==> src/ies_pkg.sv <==
// package: constants, types and carriers for the interrupt entry and stack pointer unit
package ies_pkg;
   localparam int          IES_NF        = 8;
   localparam int          IES_NL        = 4;
   localparam int          IES_NREQ      = IES_NF + IES_NL;
   localparam int          IES_IDX_W     = 4;
   localparam logic [15:0] IES_TOP_OF_DATA_MEMORY = 16'h02FF;
   localparam logic [15:0] IES_VEC_BASE  = 16'h0000;
   localparam logic [15:0] IES_VEC_STEP  = 16'h0001;
   // io space offsets of the unit
   localparam logic [5:0]  IES_ADR_SPL   = 6'h3D;
   localparam logic [5:0]  IES_ADR_SPH   = 6'h3E;
   localparam logic [5:0]  IES_ADR_FLAGS = 6'h3F;
   localparam logic [5:0]  IES_ADR_PEND  = 6'h1C;
   // field positions and reset values
   localparam int          IES_GIE_BIT   = 7;
   localparam logic [7:0]  IES_FLAGS_RST = 8'h00;
   localparam logic [7:0]  IES_PEND_RST  = 8'h00;
   // durations in ns, clock period and the cycle counts derived from them
   localparam int          IES_ENTRY_NS  = 80;
   localparam int          IES_WAKE_NS   = 80;
   localparam int          IES_EXIT_NS   = 80;
   localparam int          IES_CLK_NS    = 20;
   localparam logic [2:0]  IES_ENTRY_CYC = 3'((IES_ENTRY_NS + IES_CLK_NS - 1) / IES_CLK_NS);
   localparam logic [2:0]  IES_WAKE_CYC  = 3'((IES_WAKE_NS + IES_CLK_NS - 1) / IES_CLK_NS);
   localparam logic [2:0]  IES_EXIT_CYC  = 3'((IES_EXIT_NS + IES_CLK_NS - 1) / IES_CLK_NS);
   localparam logic [2:0]  IES_CNT_RST   = 3'h0;

   typedef enum logic [2:0] {
      IES_CMD_NONE  = 3'h0,
      IES_CMD_PUSH1 = 3'h1,
      IES_CMD_POP1  = 3'h2,
      IES_CMD_CALL  = 3'h3,
      IES_CMD_RET   = 3'h4,
      IES_CMD_IRQ_EXIT_INSTRUCTION  = 3'h5,
      IES_CMD_CLI   = 3'h6,
      IES_CMD_SEI   = 3'h7
   } ies_cmd_e;

   typedef enum logic [3:0] {
      IES_ST_IDLE  = 4'h1,
      IES_ST_WAKE  = 4'h2,
      IES_ST_ENTRY = 4'h4,
      IES_ST_EXIT  = 4'h8
   } ies_state_e;

   typedef struct packed {
      logic        we;
      logic        re;
      logic [15:0] addr;
      logic [7:0]  wdata;
   } ies_mem_s;

   localparam ies_mem_s IES_MEM_IDLE = '{we: 1'b0, re: 1'b0, addr: 16'h0000, wdata: 8'h00};
endpackage

==> src/ies_irq_sp.sv <==
// interrupt entry, return sequencing and stack pointer of the core
// Overview of operation
// - byte push lowers stack pointer by one
// - call or entry lowers pointer by two
// - byte pop raises stack pointer by one
// - subroutine or irq exit raises by two
// - pointer as two bytes, reset to top
// - take only with own and global enable
// - lower vector wins, request zero first
// - entry clears global enable, irq exit sets
// - serving a flag request clears its flag
// - writing one clears a pending flag
// - flags latch while disabled until served
// - level requests count only while present
// - one instruction runs after irq exit
// - flags register never saved by hardware
// - global disable acts in same cycle
// - one instruction runs after global enable
// - entry takes four cycles, pushes pc
// - multi-cycle instruction finishes before entry
// - wake from sleep adds four cycles
// - exit takes four cycles, pops pc
// - lock fuses may block requests by pc
`timescale 1ns/1ps
`default_nettype none
module ies_irq_sp
   import ies_pkg::*;
#(
   parameter int          SP_W  = 16,
   parameter logic [15:0] TOP   = IES_TOP_OF_DATA_MEMORY
) (
   input  wire logic              i_sys_clk,
   input  wire logic              i_resetn,
   input  wire logic              i_clk_en,
   input  wire ies_cmd_e          i_cmd,
   input  wire logic              i_insn_done,
   input  wire logic              i_sleeping,
   input  wire logic [15:0]       i_pc,
   input  wire logic [7:0]        i_push_data,
   input  wire logic [IES_NF-1:0] i_flag_cond,
   input  wire logic [IES_NF-1:0] i_flag_en,
   input  wire logic [IES_NL-1:0] i_level_cond,
   input  wire logic [IES_NL-1:0] i_level_en,
   input  wire logic              i_lock_fuse_one,
   input  wire logic              i_lock_fuse_two,
   input  wire logic              i_pc_in_locked_area,
   input  wire logic              i_io_wr,
   input  wire logic [5:0]        i_io_addr,
   input  wire logic [7:0]        i_io_wdata,
   input  wire logic [7:0]        i_mem_rdata,
   output logic [7:0]             o_io_rdata,
   output ies_mem_s               o_mem,
   output logic                   o_pc_load,
   output logic [15:0]            o_pc_value,
   output logic                   o_busy,
   output logic                   o_gie,
   output logic [15:0]            o_sp,
   output logic [IES_NF-1:0]      o_flag_pending
);
   localparam logic [15:0] SP_MASK = 16'((17'h1 << SP_W) - 17'h1);

   // lowest index wins, so index order is vector order
   function automatic logic [IES_IDX_W-1:0] ies_first(input logic [IES_NREQ-1:0] v);
      logic [IES_IDX_W-1:0] r;
      r = '0;
      for (int k = IES_NREQ - 1; k >= 0; k--) begin
         if (v[k]) begin
            r = IES_IDX_W'(k);
         end
      end
      return r;
   endfunction

   function automatic logic [15:0] ies_vec(input logic [IES_IDX_W-1:0] idx);
      return 16'(IES_VEC_BASE + IES_VEC_STEP * (16'(idx) + 16'h0001));
   endfunction

   logic                 rst_s1;
   logic                 rst_s2;
   ies_state_e           state;
   ies_state_e           next_state;
   logic [2:0]           cnt;
   logic [2:0]           next_cnt;
   logic [15:0]          sp;
   logic [15:0]          next_sp;
   logic [7:0]           flags;
   logic [7:0]           next_flags;
   logic [IES_NF-1:0]    pend;
   logic [IES_NF-1:0]    next_pend;
   logic                 hold_off;
   logic                 next_hold_off;
   logic                 is_call;
   logic                 next_is_call;
   logic                 is_irq_exit_instruction;
   logic                 next_is_irq_exit_instruction;
   logic [IES_IDX_W-1:0] sel;
   logic [IES_IDX_W-1:0] next_sel;
   logic [15:0]          pc_save;
   logic [15:0]          next_pc_save;
   logic [7:0]           pc_hi;
   logic [7:0]           next_pc_hi;
   ies_mem_s             next_mem;
   logic                 next_pc_load;
   logic [15:0]          next_pc_value;
   logic [7:0]           next_io_rdata;
   logic [IES_NREQ-1:0]  req;
   logic                 any_req;
   logic                 lock_block;
   logic                 can_take;

   // reset release through two stages
   always_ff @(posedge i_sys_clk or negedge i_resetn) begin
      if (!i_resetn) begin
         rst_s1 <= 1'b0;
         rst_s2 <= 1'b0;
      end else begin
         rst_s1 <= 1'b1;
         rst_s2 <= rst_s1;
      end
   end

   always_comb begin
      lock_block = (i_lock_fuse_one | i_lock_fuse_two) & i_pc_in_locked_area;
      req        = {i_level_cond & i_level_en, pend & i_flag_en};
      any_req    = (|req) & ~lock_block;
      // same-cycle disable and hold-off after enable or exit
      can_take   = flags[IES_GIE_BIT] & (i_cmd != IES_CMD_CLI) & ~hold_off & any_req;

      next_state    = state;
      next_cnt      = cnt;
      next_sp       = sp;
      next_flags    = flags;
      next_hold_off = hold_off;
      next_is_call  = is_call;
      next_is_irq_exit_instruction  = is_irq_exit_instruction;
      next_sel      = sel;
      next_pc_save  = pc_save;
      next_pc_hi    = pc_hi;
      next_mem      = IES_MEM_IDLE;
      next_pc_load  = 1'b0;
      next_pc_value = o_pc_value;
      next_pend     = pend;

      // software register writes; hardware sequencing below overrides
      if (i_io_wr) begin
         case (i_io_addr)
            IES_ADR_SPL:   next_sp[7:0]  = i_io_wdata & SP_MASK[7:0];
            IES_ADR_SPH:   next_sp[15:8] = i_io_wdata & SP_MASK[15:8];
            IES_ADR_FLAGS: next_flags    = i_io_wdata;
            IES_ADR_PEND:  next_pend     = pend & ~i_io_wdata[IES_NF-1:0];
            default:       next_pend     = pend;
         endcase
      end
      if (i_insn_done) begin
         next_hold_off = 1'b0;
      end

      case (state)
         IES_ST_IDLE: begin
            next_cnt = IES_CNT_RST;
            if (i_sleeping && any_req) begin
               next_sel     = ies_first(req);
               next_state   = IES_ST_WAKE;
               next_is_call = 1'b0;
            end else if (i_insn_done && can_take) begin
               // boundary only, so a multi-cycle instruction has completed
               next_sel          = ies_first(req);
               next_pc_save      = i_pc;
               next_is_call      = 1'b0;
               next_state        = IES_ST_ENTRY;
               next_flags[IES_GIE_BIT] = 1'b0;
            end else begin
               case (i_cmd)
                  IES_CMD_PUSH1: begin
                     next_mem = '{we: 1'b1, re: 1'b0, addr: sp, wdata: i_push_data};
                     next_sp  = (sp - 16'h0001) & SP_MASK;
                  end
                  IES_CMD_POP1: begin
                     next_mem = '{we: 1'b0, re: 1'b1, addr: (sp + 16'h0001) & SP_MASK,
                                  wdata: 8'h00};
                     next_sp  = (sp + 16'h0001) & SP_MASK;
                  end
                  IES_CMD_CALL: begin
                     next_pc_save = i_pc;
                     next_is_call = 1'b1;
                     next_state   = IES_ST_ENTRY;
                  end
                  IES_CMD_RET, IES_CMD_IRQ_EXIT_INSTRUCTION: begin
                     next_is_irq_exit_instruction = (i_cmd == IES_CMD_IRQ_EXIT_INSTRUCTION);
                     next_state   = IES_ST_EXIT;
                  end
                  IES_CMD_CLI: next_flags[IES_GIE_BIT] = 1'b0;
                  IES_CMD_SEI: begin
                     next_flags[IES_GIE_BIT] = 1'b1;
                     next_hold_off           = 1'b1;
                  end
                  default: next_mem = IES_MEM_IDLE;
               endcase
            end
         end
         IES_ST_WAKE: begin
            next_cnt = cnt + 3'h1;
            if (cnt == IES_WAKE_CYC - 3'h1) begin
               // pending state may have changed while waking
               next_cnt     = IES_CNT_RST;
               next_pc_save = i_pc;
               if (can_take) begin
                  next_sel                = ies_first(req);
                  next_state              = IES_ST_ENTRY;
                  next_flags[IES_GIE_BIT] = 1'b0;
               end else begin
                  next_state = IES_ST_IDLE;
               end
            end
         end
         IES_ST_ENTRY: begin
            next_cnt = cnt + 3'h1;
            case (cnt)
               3'h0: next_mem = '{we: 1'b1, re: 1'b0, addr: sp, wdata: pc_save[7:0]};
               3'h1: begin
                  next_mem = '{we: 1'b1, re: 1'b0, addr: (sp - 16'h0001) & SP_MASK,
                               wdata: pc_save[15:8]};
                  next_sp  = (sp - 16'h0002) & SP_MASK;
               end
               default: next_mem = IES_MEM_IDLE;
            endcase
            if (cnt == IES_ENTRY_CYC - 3'h1) begin
               next_cnt   = IES_CNT_RST;
               next_state = IES_ST_IDLE;
               if (!is_call) begin
                  next_pc_load  = 1'b1;
                  next_pc_value = ies_vec(sel);
                  if (sel < IES_IDX_W'(IES_NF)) begin
                     next_pend[sel[2:0]] = 1'b0;
                  end
               end
            end
         end
         IES_ST_EXIT: begin
            next_cnt = cnt + 3'h1;
            case (cnt)
               3'h0: next_mem = '{we: 1'b0, re: 1'b1, addr: (sp + 16'h0001) & SP_MASK,
                                  wdata: 8'h00};
               3'h1: next_mem = '{we: 1'b0, re: 1'b1, addr: (sp + 16'h0002) & SP_MASK,
                                  wdata: 8'h00};
               3'h2: next_pc_hi = i_mem_rdata;
               default: next_mem = IES_MEM_IDLE;
            endcase
            if (cnt == IES_EXIT_CYC - 3'h1) begin
               next_cnt      = IES_CNT_RST;
               next_state    = IES_ST_IDLE;
               next_pc_load  = 1'b1;
               next_pc_value = {pc_hi, i_mem_rdata};
               next_sp       = (sp + 16'h0002) & SP_MASK;
               // only the enable bit changes, the rest of flags is left alone
               if (is_irq_exit_instruction) begin
                  next_flags[IES_GIE_BIT] = 1'b1;
                  next_hold_off           = 1'b1;
               end
            end
         end
         default: begin
            next_state = IES_ST_IDLE;
            next_cnt   = IES_CNT_RST;
         end
      endcase

      // new events win over any clear in the same cycle
      next_pend = next_pend | i_flag_cond;

      case (i_io_addr)
         IES_ADR_SPL:   next_io_rdata = next_sp[7:0];
         IES_ADR_SPH:   next_io_rdata = next_sp[15:8];
         IES_ADR_FLAGS: next_io_rdata = next_flags;
         IES_ADR_PEND:  next_io_rdata = 8'(next_pend);
         default:       next_io_rdata = 8'h00;
      endcase
   end

   always_ff @(posedge i_sys_clk or negedge rst_s2) begin
      if (!rst_s2) begin
         state          <= IES_ST_IDLE;
         cnt            <= IES_CNT_RST;
         sp             <= TOP & SP_MASK;
         flags          <= IES_FLAGS_RST;
         pend           <= IES_PEND_RST;
         hold_off       <= 1'b0;
         is_call        <= 1'b0;
         is_irq_exit_instruction        <= 1'b0;
         sel            <= '0;
         pc_save        <= 16'h0000;
         pc_hi          <= 8'h00;
         o_mem          <= IES_MEM_IDLE;
         o_pc_load      <= 1'b0;
         o_pc_value     <= 16'h0000;
         o_io_rdata     <= 8'h00;
         o_busy         <= 1'b0;
         o_gie          <= 1'b0;
         o_sp           <= TOP & SP_MASK;
         o_flag_pending <= IES_PEND_RST;
      end else if (i_clk_en) begin
         state          <= next_state;
         cnt            <= next_cnt;
         sp             <= next_sp;
         flags          <= next_flags;
         pend           <= next_pend;
         hold_off       <= next_hold_off;
         is_call        <= next_is_call;
         is_irq_exit_instruction        <= next_is_irq_exit_instruction;
         sel            <= next_sel;
         pc_save        <= next_pc_save;
         pc_hi          <= next_pc_hi;
         o_mem          <= next_mem;
         o_pc_load      <= next_pc_load;
         o_pc_value     <= next_pc_value;
         o_io_rdata     <= next_io_rdata;
         o_busy         <= (next_state != IES_ST_IDLE);
         o_gie          <= next_flags[IES_GIE_BIT];
         o_sp           <= next_sp;
         o_flag_pending <= next_pend;
      end
   end
endmodule
`default_nettype wire

==> config.mk <==
export PLATFORM = sky130hd
export DESIGN_NAME = ies_irq_sp
export DESIGN_NICKNAME = d
export VERILOG_FILES = /design/src/ies_pkg.sv /design/src/ies_irq_sp.sv
export SDC_FILE = /design/constraint.sdc
export NUM_CORES = 1
export LEC_CHECK = 0
export BUFFER_PORTS_ARGS = -buffer_cell sky130_fd_sc_hd__clkbuf_2
export CAP_MARGIN = 40
export CORE_MARGIN = 2
export CORE_UTILIZATION = 40
export DETAILED_ROUTE_END_ITERATION = 16
export PLACE_DENSITY_LB_ADDON = 0.05
export SLEW_MARGIN = 20
export SYNTH_ARGS = -nofsm -noshare
export SYNTH_HDL_FRONTEND = slang
export SYNTH_SLANG_ARGS = --single-unit
export TNS_END_PERCENT = 10
==> constraint.sdc <==
create_clock -name i_sys_clk -period 8.4 [get_ports i_sys_clk]
set_input_delay 0.42 -clock i_sys_clk [delete_from_list [all_inputs] [get_ports i_sys_clk]]
set_output_delay 0.42 -clock i_sys_clk [all_outputs]
set_load 0.02 [all_outputs]
==> results list, run 1 <==
- Run status: completed
- Fraction of post-synthesis cell area in the top cell type by area: 0.324
- Of the cells placed in the final design, the portion with a size suffix greater than 1 is 0.235.
- Worst setup timing slack at the placement stage: just under 5 ns
- For this run, the top clock speed supported by timing is around 270 MHz.
- Mapped Area: just under 9000 sq um
* Leading post-synthesis cells by instance count: 121 x nand2_1, 114 x dfrtp_1, 104 x nor2_1, 76 x a21oi_1, 64 x clkbuf_1
- Cell depth of the worst flop-to-flop path: 9
- DRC violation total after the first TritonRoute iteration: about 970
- Counting flops with an async set or reset pin after synthesis yields a share of 1.00.
- Arr. time, crit path: just under 4 ns
* Number of cells upsized or downsized after cts: 0
* Worst min path class: primary input to flop
- In this run the tightest slew margin relative to its limit is 0.377.
* Wire length of the first global-routing pass: between 50000 and 60000 microns
- The die covers 23200 sq um.
* Vias in the first global route: roughly 8.7k
* Number of search-and-repair iterations in the first detailed-routing pass: 7
- Register-to-Register Setup Slack: ~4.8 ns
- In this run the cell area measured after placement is approximately 9800 sq um.
- In this run the remaining antenna-violating nets after routing total 0.
- In this run the most critical hold path is launched from i_pc[5].
- Post-detailed-routing wire length: between 30000 and 40000 microns
- around 160 I/O pins were placed.
- TritonCTS Sinks: between 100 and 150
* Post-synthesis cell type with the largest combined area: dfrtp_1
- DRC violations left: 0
* Count of vias placed by the detailed router: between 9k and 10k
- Walking the worst path, the cells encountered are inv_1, ha_1, nor3b_1, nand2_1, nor2_1, a2bb2oi_1, a211oi_1, a2111oi_1, o221ai_1.
- For this run, the register share of the synthesized area comes to 0.354.
- Final-report max-slew violation count: 0
- Number of buffers created by CTS: 17
* Dpl cells: 1418
* Shortest period the worst path allows: 3.64 ns
- Synthesis inferred between 100 and 150 register bits.
- For this design the static power due to leakage is between 4 and 5 nW.
- Clock root buffer: clkbuf_16
* Capturing point of the worst reg2reg path: o_io_rdata[7]$_DFFE_PN0P_
- Crit path max fanout: 16
- Yosys mapped a number of flops with a built-in enable equal to 0.
- Final-layout fill cell count: between 2k and 2.5k
* Chip width: 152 microns
- The net count of the finished layout is approximately 1.3k.
- Final total negative setup slack: 0 ns
- IR analysis of the VDD net gives a maximum drop of 159 uV.
* Final std cell area, no fill: roughly 10000 sq um
- Dividing the final minimum period by the clock period gives 0.433.
- Vias per cell: between 6 and 7
- Antenna violations before repair: 0
- Final hold analysis gives a worst-case slack of between 0.15 and 0.2 ns.
* Chip height: 152 microns
- After detailed routing, the average wire length per cell comes to 23.5 microns.
* Clock-pin slew on the worst setup and hold paths: approximately 0.070 ns
- Worst hold endpoint: pc_save[5]$_DFFE_PN0P_
- Non-filler cells in the finished layout: ~1.5k
- Number of unique standard cell types used by synthesis: 90
* Cell with the most instances after synthesis: nand2_1
- The count of final hold-check violations was 0.
- STA classifies the critical path endpoint as a flop.
- Total global routing overflow: 0
- Predominant post-synthesis flop cell: dfrtp_1
- The number of nets handed over by synthesis was roughly 1.1k.
- Setup violations remaining at the end of the flow were counted as 0.
* Global-route usage over all layers: 0.293
- Clk Latency, worst-skew pair: between 0.4 and 0.5 ns
- Critical path class: flop to flop
* Maximum number of pins on one net before global-route repair: 72
* Worst clock skew: 0.0127 ns
* Count of buffers inserted at the top-level ports: 158
- Routability cong.: about 0.96
- Worst slew pin tran: 0.929 ns
- Startpoint type of the worst setup path: flop
* Site row count: 54
* Antenna cell count: 0
- The initial utilization of the core area, before any placement, comes to 0.405.
- Warnings from Yosys: 0
* TritonCTS clock tree: built
- Hpwl dp: 24300 microns
- The core region is 21700 sq um.
* Deepest level of the CTS H-tree: 4
- The tool flagged a number of max-cap violations equal to 0.
- Dividing the synthesized area by the synthesized cell count gives between 8 and 9 sq um.
- In the synthesized netlist, the number of instances is 1046.
* Leading post-synthesis cells by cell area: dfrtp_1 32%, nand2_1 5.2%, nor2_1 4.4%
* Startpoint of the worst register-to-register path: sp[2]$_DFFE_PN1P_
* Smallest setup slack after layout: about 4.8 ns
- Cell with the largest stage delay on the worst path: a2111oi_1
- For the worst setup path, the data required time is between 8 and 9 ns.
* Maximum clock path buffer count: 2
- Slowest stage delay, CP: approximately 0.66 ns
* Cell depth of the worst min-delay path: 2
* RSZ-0062 raised after global routing: no
- Compared with the post-synthesis result, the final layout area differs by 18.9%.
- Dividing total power by cell area gives a power density of approximately 260 nW/um^2.
sequential cells by signal, summed over array words and instances (netlist names):
| register | count |
|---|---|
| cnt | 3 |
| flags | 7 |
| hold_off | 1 |
| is_call | 1 |
| is_irq_exit_instruction | 1 |
| o_busy | 1 |
| o_gie | 1 |
| o_io_rdata | 8 |
| o_mem | 26 |
| o_pc_load | 1 |
| o_pc_value | 16 |
| pc_hi | 8 |
| pc_save | 16 |
| pend | 8 |
| rst_s1 | 1 |
| rst_s2 | 1 |
| sel | 4 |
| sp | 16 |
| state | 4 |
where the power goes:
group,total (mW),internal (mW),switching [mW]
clock,0.790,0.475,0.314
combinational,0.935,0.354,0.581
sequential,1.02,0.731,0.287
total,2.74,1.56,1.18
metal layers:
metal,part of all wire,global-route usage,wire length [microns],vias up
li1,-,-,-,4208
met3,0.080,0.0523,2740,69
met5,0,0,0,-
met1,0.44,0.413,15100,4462
met2,0.45,0.460,15300,472
met4,0.031,0.0908,1050,0
kinds of logic after synthesis:
| family | after synthesis | share of synthesized area |
|---|---|---|
| AOI/OAI and AO/OA | 351 | 0.277 |
| xor gates and xnor gates | 18 | 0.0179 |
| adders and majority gates | 10 | 0.0142 |
| buffers and inverters | 105 | 0.0488 |
| DFF | 124 | 0.354 |
| muxes | 58 | 0.0723 |
| other | 1 | 0.000426 |
| and+or+nand+nor | 379 | 0.215 |
how the worst max path moves through the flow:
stage          slack, ns         startpoint  cells after the start                   endpoint
2_1_floorplan       4.71   rst_s2$_DFF_PN0_                      0         cnt[0]$_DFFE_PN0P_
3_3_place_gp        4.99  sp[2]$_DFFE_PN1P_                      9  o_io_rdata[7]$_DFFE_PN0P_
3_5_place_dp        4.97  sp[2]$_DFFE_PN1P_                      9  o_io_rdata[7]$_DFFE_PN0P_
4_1_cts             4.96  sp[2]$_DFFE_PN1P_                      9  o_io_rdata[7]$_DFFE_PN0P_
5_1_grt             4.52  sp[2]$_DFFE_PN1P_                      9  o_io_rdata[7]$_DFFE_PN0P_
6_report            4.76  sp[2]$_DFFE_PN1P_                      9  o_io_rdata[7]$_DFFE_PN0P_
area by class of cell:
class,instances,area (sq um),share of cell area
clock buffer,18,429,0.0411
clock inverter,14,184,0.0176
inverter,18,67.6,0.00646
multi-input combinational,817,5260,0.503
sequential,124,3120,0.298
tap,280,350,0.0335
timing repair buffer,182,1040,0.0996
what timing repair did:
action                                  in CTS  in global routing
buffers inserted                             0                  0
endpoints found under the hold margin        2                  0
hold buffers                                 1                  0
endpoints found under the setup margin       0                  0
through the flow:
step / utilization / power [mW]
finish: 0.482 / 2.74
global route: 0.482 / 2.88
CTS: 0.481 / 2.73
detailed placement: 0.452 / 1.93
global placement: 0.447 / 1.92
floorplan: - / 1.57
critical path: cells and delay by family, from the launching register on:
family | cells | cell delay, ns
buffers and inverters | 1 | 0.20
adders and majority gates | 1 | 0.32
and+or+nand+nor | 3 | 1.30
AOI/OAI and AO/OA | 4 | 1.20
DFF | 1 | 0.46
cell usage in the layout, fill, tap and decap left out, drive strengths merged, types with 11 or more instances in the layout:
master | Yosys | final
a21oi | 76 | 76
o22ai | 26 | 26
buf | 23 | 23
inv | 18 | 24
mux2i | 23 | 23
nor4 | 12 | 12
mux2 | 34 | 34
nor2 | 106 | 106
nor3 | 34 | 34
nand2 | 122 | 122
o221ai | 23 | 23
o21ai | 65 | 65
a22oi | 20 | 20
clkbuf | 64 | 176
a31oi | 22 | 22
a221oi | 14 | 14
dfrtp | 114 | 114
nand3 | 27 | 27
nand4 | 11 | 11
No activity file was read; power rests on OpenSTA's default activity.
==> inputs of run 2 (changes only) <==
clock period = 3.6 ns   (was 8.4 ns; I/O delays follow)
==> results list, run 2 (synthesis results as in run 1) <==
- Global-route usage over all layers: 0.301 (+0.00781)
* Number of search-and-repair iterations in the first detailed-routing pass: 5 (-2)
* Power per standard cell area: 597 nW/um^2 (+130%)
- Cell depth of the worst flop-to-flop path: 10 (+1)
- Critical path's top delay family: simple AND/OR/NAND/NOR gates
* Largest register FFs: 26 (unchanged)
- Setup repair after global routing left no endpoint under its margin.
- The final total negative setup slack was 0 ns (unchanged).
* Share of cells above drive strength 1: 0.251 (+0.0161)
- Core area: 21700 sq um (unchanged)
* Initial cell density of the core: 0.405 (unchanged)
* Number of nets at the end of the flow: 1308 (+4.5%)
* Count of vias placed by the detailed router: 9402 (+2.1%)
- The worst-case setup margin in the final layout is 0.387 ns (-4.37 ns).
* Antenna cell count: 0 (unchanged)
- Maximum clock path buffer count: 2 (unchanged)
- Maximum number of pins on one net before global-route repair: 72 (unchanged)
* Worst min path class: primary input to flop
- Cell Area, Placed: 10000 sq um (+2.0%)
- The half-perimeter wire length after detailed placement is 25100 microns (+3.1%).
- The startpoint identified for the worst hold timing path is i_mem_rdata[3].
- Startpoint type of the worst setup path: flop
- The area used by multi-input combinational logic is 5260 sq um (about the same).
- Worst slew pin tran: 0.806 ns (-0.123 ns)
- TritonCTS Sinks: 124 (unchanged)
* Maximum resistive drop on vdd: 332 uV (+110%)
- Cell depth of the worst min-delay path: 2 (unchanged)
- Cell with the largest stage delay on the worst path: nor3b_1
- Final std cell area, no fill: 10900 sq um (+4.0%)
* Required time of the critical path: 3.89 ns (-4.77 ns)
* Sequential cell area in the final layout: 3120 sq um (unchanged)
- In this run the critical register-to-register path is captured at o_io_rdata[7]$_DFFE_PN0P_.
* Wire length of the first global-routing pass: 54400 microns (+2.1%)
* Worst hold-check slack: 0.0242 ns (-0.174 ns)
- The worst clock skew was 0.00897 ns (-0.00369 ns).
- The layout filler cell count came to 2160 (-0.32%).
- Average wire per cell in the routed design: 23.3 microns (-0.99%)
* Max-cap viol count: 0 (unchanged)
- TritonCTS clock tree: built
* Chip height: 152 microns (unchanged)
* Non-filler cells in the finished layout: 1509 (+3.9%)
* DRC violations left: 0 (unchanged)
- The post-layout minimum cycle time came to 3.21 ns (-0.427 ns).
* Run status: completed
* Register ranked first by flip-flop count: o_mem
- Leaving out fill and tap cells, the most frequent cells in the layout are 157 x clkbuf_2, 121 x nand2_1, 113 x dfrtp_1.
- The critical-path maximum fanout was 16 (unchanged).
- Arr. time, crit path: 3.50 ns (-0.40 ns)
- Post-detailed-routing wire length: 35100 microns (+2.8%)
* Most common library cell in the layout ignoring fill and taps: clkbuf_2
* Vias in the first global route: 8848 (+1.8%)
- The worst register-to-register path begins at sp[2]$_DFFE_PN1P_.
- Overall power after layout: 6.48 mW (+140%)
* Worst path buffer plus inverter count: 2 (+1)
* Count of buffers inserted at the top-level ports: 158 (unchanged)
- Core utilization of the finished layout: 0.501 (+0.0192)
- Highest clock rate: 311 MHz (+13%)
- CTS placed an instance of clkbuf_16 at the clock tree root.
* Worst hold endpoint: pc_hi[3]$_DFFE_PN0P_
- Number of setup buffers added after CTS: 0 (unchanged)
* Vias per cell: 6.23 (-1.7%)
* Final worst path period share: 0.892 (+0.459)
- The post-place setup slack came to 0.524 ns (-4.45 ns).
* Critical path class: flop to flop
- The final number of max-transition violations is 0 (unchanged).
* Final setup violation count: 0 (unchanged)
- DRC violation total after the first TritonRoute iteration: 1020 (+5.5%)
- ANT nets after route: 0 (unchanged)
- The horizontal die dimension was 152 microns (unchanged).
* Area of the die: 23200 sq um (unchanged)
- The leakage component of the power was 4.54 nW (+5.1%).
* Normalized max-slew margin: 0.462 (+0.0842)
- The worst-case register-to-register setup slack is 0.39 ns (-4.37 ns).
- Routability cong.: 0.982 (+2.6%)
- Number of cells upsized or downsized after cts: 0 (unchanged)
- Crit end category: flop
- Antenna violations before repair: 0 (unchanged)
* Number of buffers created by CTS: 17 (unchanged)
- Dpl cells: 1451 (+2.3%)
- The count of final hold-check violations is 0 (unchanged).
- The clock latency at the later pin of the worst-skew pair is 0.43 ns (about the same).
* Site row count: 54 (unchanged)
* Total global routing overflow: 0 (unchanged)
- The clock slew at the register clock pins of the worst setup and hold paths was 0.06 ns (about the same).
- Walking the worst path, the cells encountered are inv_1, ha_1, nor3b_1, nand2_1, nor2_1, a2bb2oi_1, a211oi_1, a2111oi_1, buf_4, o221ai_1.
- Compared with the post-synthesis result, the final layout area differs by 23.6%.
* Total I/O pin count: 159 (unchanged)
- The number of levels in the clock H-tree was 4 (unchanged).
- Slowest stage delay, CP: 0.54 ns (-0.12 ns)
[run 2: power by group]
| group | internal (mW) | switching, mW |
|---|---|---|
| registers | 1.71 | 0.544 |
| logic | 0.942 | 1.51 |
| clock network | 1.06 | 0.726 |
[run 2: how the worst max path moves through the flow]
stage                           start                         to  depth (start not counted)
finish              sp[2]$_DFFE_PN1P_  o_io_rdata[7]$_DFFE_PN0P_                         10
detailed placement  sp[2]$_DFFE_PN1P_  o_io_rdata[7]$_DFFE_PN0P_                         10
global route        sp[2]$_DFFE_PN1P_  o_io_rdata[7]$_DFFE_PN0P_                         10
global placement    sp[2]$_DFFE_PN1P_  o_io_rdata[7]$_DFFE_PN0P_                         10
CTS                 sp[2]$_DFFE_PN1P_  o_io_rdata[7]$_DFFE_PN0P_                         10
floorplan           sp[2]$_DFFE_PN1P_  o_io_rdata[7]$_DFFE_PN0P_                         10
[run 2: final cells by class]
cell class | instances | share of cell area
Multi-Input combinational cell | 817 | 0.484
Sequential cell | 124 | 0.287
Timing Repair Buffer | 238 | 0.136
Clock buffer | 19 | 0.0408
Tap cell | 280 | 0.0322
Clock inverter | 13 | 0.0143
Inverter | 18 | 0.00622
[run 2: layer usage]
metal | vias to the layer above | global-route usage | wire length, microns
li1 | 4298 | - | -
met5 | - | 0 | 0
met4 | 0 | 0.124 | 1340
met2 | 507 | 0.466 | 15700
met3 | 74 | 0.0506 | 2900
met1 | 4523 | 0.419 | 15200
[run 2: repair_timing]
item                                   in CTS  in global routing
endpoints found under the hold margin      29                  0
setup endpoints to repair                   0                  0
hold buffers                               25                  0
==> inputs of run 3 (changes only) <==
==> constraint.sdc (replaced) <==
create_clock -name i_sys_clk -period 3.6 [get_ports i_sys_clk]
set_input_delay 0.36 -clock i_sys_clk [delete_from_list [all_inputs] [get_ports i_sys_clk]]
set_output_delay 0.36 -clock i_sys_clk [all_outputs]
set_load 0.02 [all_outputs]
==> results list, run 3 (synthesis results as in run 1) <==
- Maximum number of pins on one net before global-route repair: 80 (+11%)
- The number of clock sinks seen by CTS is 124 (unchanged).
* Layout overhead on the synthesized area: 21.3%
* Maximum resistive drop on vdd: 340 uV (+2.5%)
- Number of buffers created by CTS: 17 (unchanged)
- The cell area after placement was 10000 sq um (+0.43%).
* TritonCTS clock tree: built
- Number of cells upsized or downsized after cts: 0 (unchanged)
- The worst slew slack as a fraction of its limit is 0.459 (-0.00288).
* Shortest period the worst path allows: 3.41 ns (+0.197 ns)
* Average wire per cell in the routed design: 22.8 microns (-2.0%)
- The fraction of met2 tracks used by global routing came to 0.447 (-0.0193).
- Slowest stage delay, CP: 0.60 ns (+0.06 ns)
- The number of max-cap violations came to 0 (unchanged).
* Required time of the critical path: 3.86 ns (-0.03 ns)
- The final number of max-transition violations is 0 (unchanged).
- The half-perimeter wire length after detailed placement was 24500 microns (-2.1%).
* Number of setup buffers added after CTS: 0 (unchanged)
- The total routing resource utilization after global routing was 0.286 (-0.0151).
- Clock-pin slew on the worst setup and hold paths: 0.07 ns (about the same)
- The wire length reported by the detailed router was 33900 microns (-3.5%).
- The number of antenna-violating nets in the routed design came to 0 (unchanged).
- Arr. time, crit path: 3.67 ns (+0.17 ns)
* Worst min path class: primary input to flop
- Cell with the largest stage delay on the worst path: a2111oi_1
- STA classifies the critical path endpoint as a flop.
- The horizontal die dimension was 152 microns (unchanged).
- The number of rows created at floorplan is 54 (unchanged).
- The global-route track usage on met3 is 0.0452 (-0.00540).
- Core area: 21700 sq um (unchanged)
- GR Util met1: 0.399 (-0.0193)
- Final Hold Violating Endpoints: 0 (unchanged)
- Final setup violation count: 0 (unchanged)
- The actual slew at the worst max-slew pin is 0.812 ns (+0.00598 ns).
- Final worst path period share: 0.947 (+0.0548)
- RSZ-0062 raised after global routing: no
- The count of nets after finishing was 1286 (-1.7%).
* Count of vias placed by the detailed router: 9253 (-1.6%)
* Critical path class: flop to flop
- DRC violations left: 0 (unchanged)
- The tree is rooted in a clkbuf_16.
- Largest register FFs: 26 (unchanged)
- Most common library cell in the layout ignoring fill and taps: clkbuf_2
* Antenna violations before repair: 0 (unchanged)
- The diode insertion count for antenna repair is 0 (unchanged).
- Leakage component of the power: 4.46 nW (-1.8%)
- The final non-filler cell area is 10700 sq um (-1.9%).
- The number of primary I/O pins came to 159 (unchanged).
* Area of the die: 23200 sq um (unchanged)
- The weighted congestion reported at the end of routability-driven placement was 0.987 (+0.58%).
- Maximum clock path buffer count: 2 (unchanged)
* Vias in the first global route: 8666 (-2.1%)
- Worst hold-check slack: 0.142 ns (+0.118 ns)
- Deepest level of the CTS H-tree: 4 (unchanged)
- The clock latency at the later pin of the worst-skew pair came to 0.42 ns (about the same).
- Share of cells above drive strength 1: 0.258 (+0.00707)
- Run status: completed
* Number of search-and-repair iterations in the first detailed-routing pass: 8 (+3)
- Highest-count cells in the layout ignoring fill and taps: 157 x clkbuf_2, 121 x nand2_1, 113 x dfrtp_1
- Startpoint type of the worst setup path: flop
* Count of buffers inserted at the top-level ports: 158 (unchanged)
- Final total negative setup slack: 0 ns (unchanged)
* Sequential cell area in the final layout: 3120 sq um (unchanged)
- The initial DRC count is 1128 (+11%).
- Chip height: 152 microns (unchanged)
- Vias per cell: 6.22 (-0.13%)
* CTS Hold Bufs: 1 (-96%)
* Final-layout fill cell count: 2113 (-2.2%)
- The critical path goes through inv_1, ha_1, nor3b_1, nand2_1, nor2_1, a2bb2oi_1, a211oi_1, a2111oi_1, o221ai_1.
- Total global routing overflow: 0 (unchanged)
- The first-pass GRT wire length is 52300 microns (-3.8%).
- Register ranked first by flip-flop count: o_mem
- Power per standard cell area: 606 nW/um^2 (+1.5%)
* Highest clock rate: 293 MHz (-5.8%)
- Crit path max fanout: 16 (unchanged)
* Area of combinational cells with multiple inputs: 5260 sq um (unchanged)
* Most used routing layer in global routing: met2
- Initial cell density of the core: 0.405 (unchanged)
- Worst clock skew: 0.0133 ns (+0.00436 ns)
[run 3: cell count changes in the layout (fill, tap and decap cells not counted), sizes merged]
cell,previous run,this run
dlygate4sd3,25,1
buf,56,58
clkinv,2,3
inv,24,23
[run 3: cell type report]
cell class                 instances  area share
clock buffer                      19      0.0425
clock inverter                    13      0.0145
inverter                          18     0.00634
multi-input combinational        817       0.493
sequential                       124       0.293
tap                              280      0.0329
timing repair buffer             216       0.119
[run 3: where the power goes]
| part | total, mW | leakage (nW) | switching [mW] | internal [mW] |
|---|---|---|---|---|
| Clock | 1.80 | 0.289 | 0.730 | 1.07 |
| Combinational | 2.43 | 2.63 | 1.50 | 0.925 |
| Sequential | 2.23 | 1.55 | 0.525 | 1.71 |
| Total | 6.46 | 4.46 | 2.76 | 3.71 |
[run 3: worst paths after layout]
path,startpoint,end,slack [ns],depth (start not counted)
worst min register to register,rst_s2$_DFF_PN0_,o_pc_value[7]$_DFFE_PN0P_,0.22,0
worst min-delay path,i_pc[12],pc_save[12]$_DFFE_PN0P_,0.14,2
max in group asynchronous,rst_s2$_DFF_PN0_,sp[9]$_DFFE_PN1P_,2.73,1
worst max-delay path,sp[2]$_DFFE_PN1P_,o_io_rdata[7]$_DFFE_PN0P_,0.19,9
worst max register to register,sp[2]$_DFFE_PN1P_,o_io_rdata[7]$_DFFE_PN0P_,0.19,9
min in group asynchronous,rst_s2$_DFF_PN0_,o_pc_value[7]$_DFFE_PN0P_,0.22,0
[run 3: routing by layer]
layer  share of wire  vias up
li1                -     4262
met3           0.072       82
met1            0.44     4398
met2            0.45      511
met5               0        -
met4           0.036        0
[run 3: worst max-delay path, delay by kind of cell (launching register included)]
family                   cells  cell delay [ns]
AO/OA/AOI/OAI                4             1.11
adder cells (fa/ha/maj)      1             0.32
buffers and inverters        1             0.19
flip-flops                   1             0.46
AND/OR/NAND/NOR              3             1.16
[run 3: stage by stage]
step | setup slack [ns] | power (mW) | utilization | std cells
after floorplan | 0.704 | 3.67 | - | 1046
after global placement | 0.486 | 4.60 | 0.462 | 1453
after detailed placement | 0.348 | 4.59 | 0.463 | 1454
after CTS | 0.346 | 6.42 | 0.492 | 1487
after global routing | 0.0391 | 6.77 | 0.492 | 1487
final | 0.190 | 6.46 | 0.492 | 1487
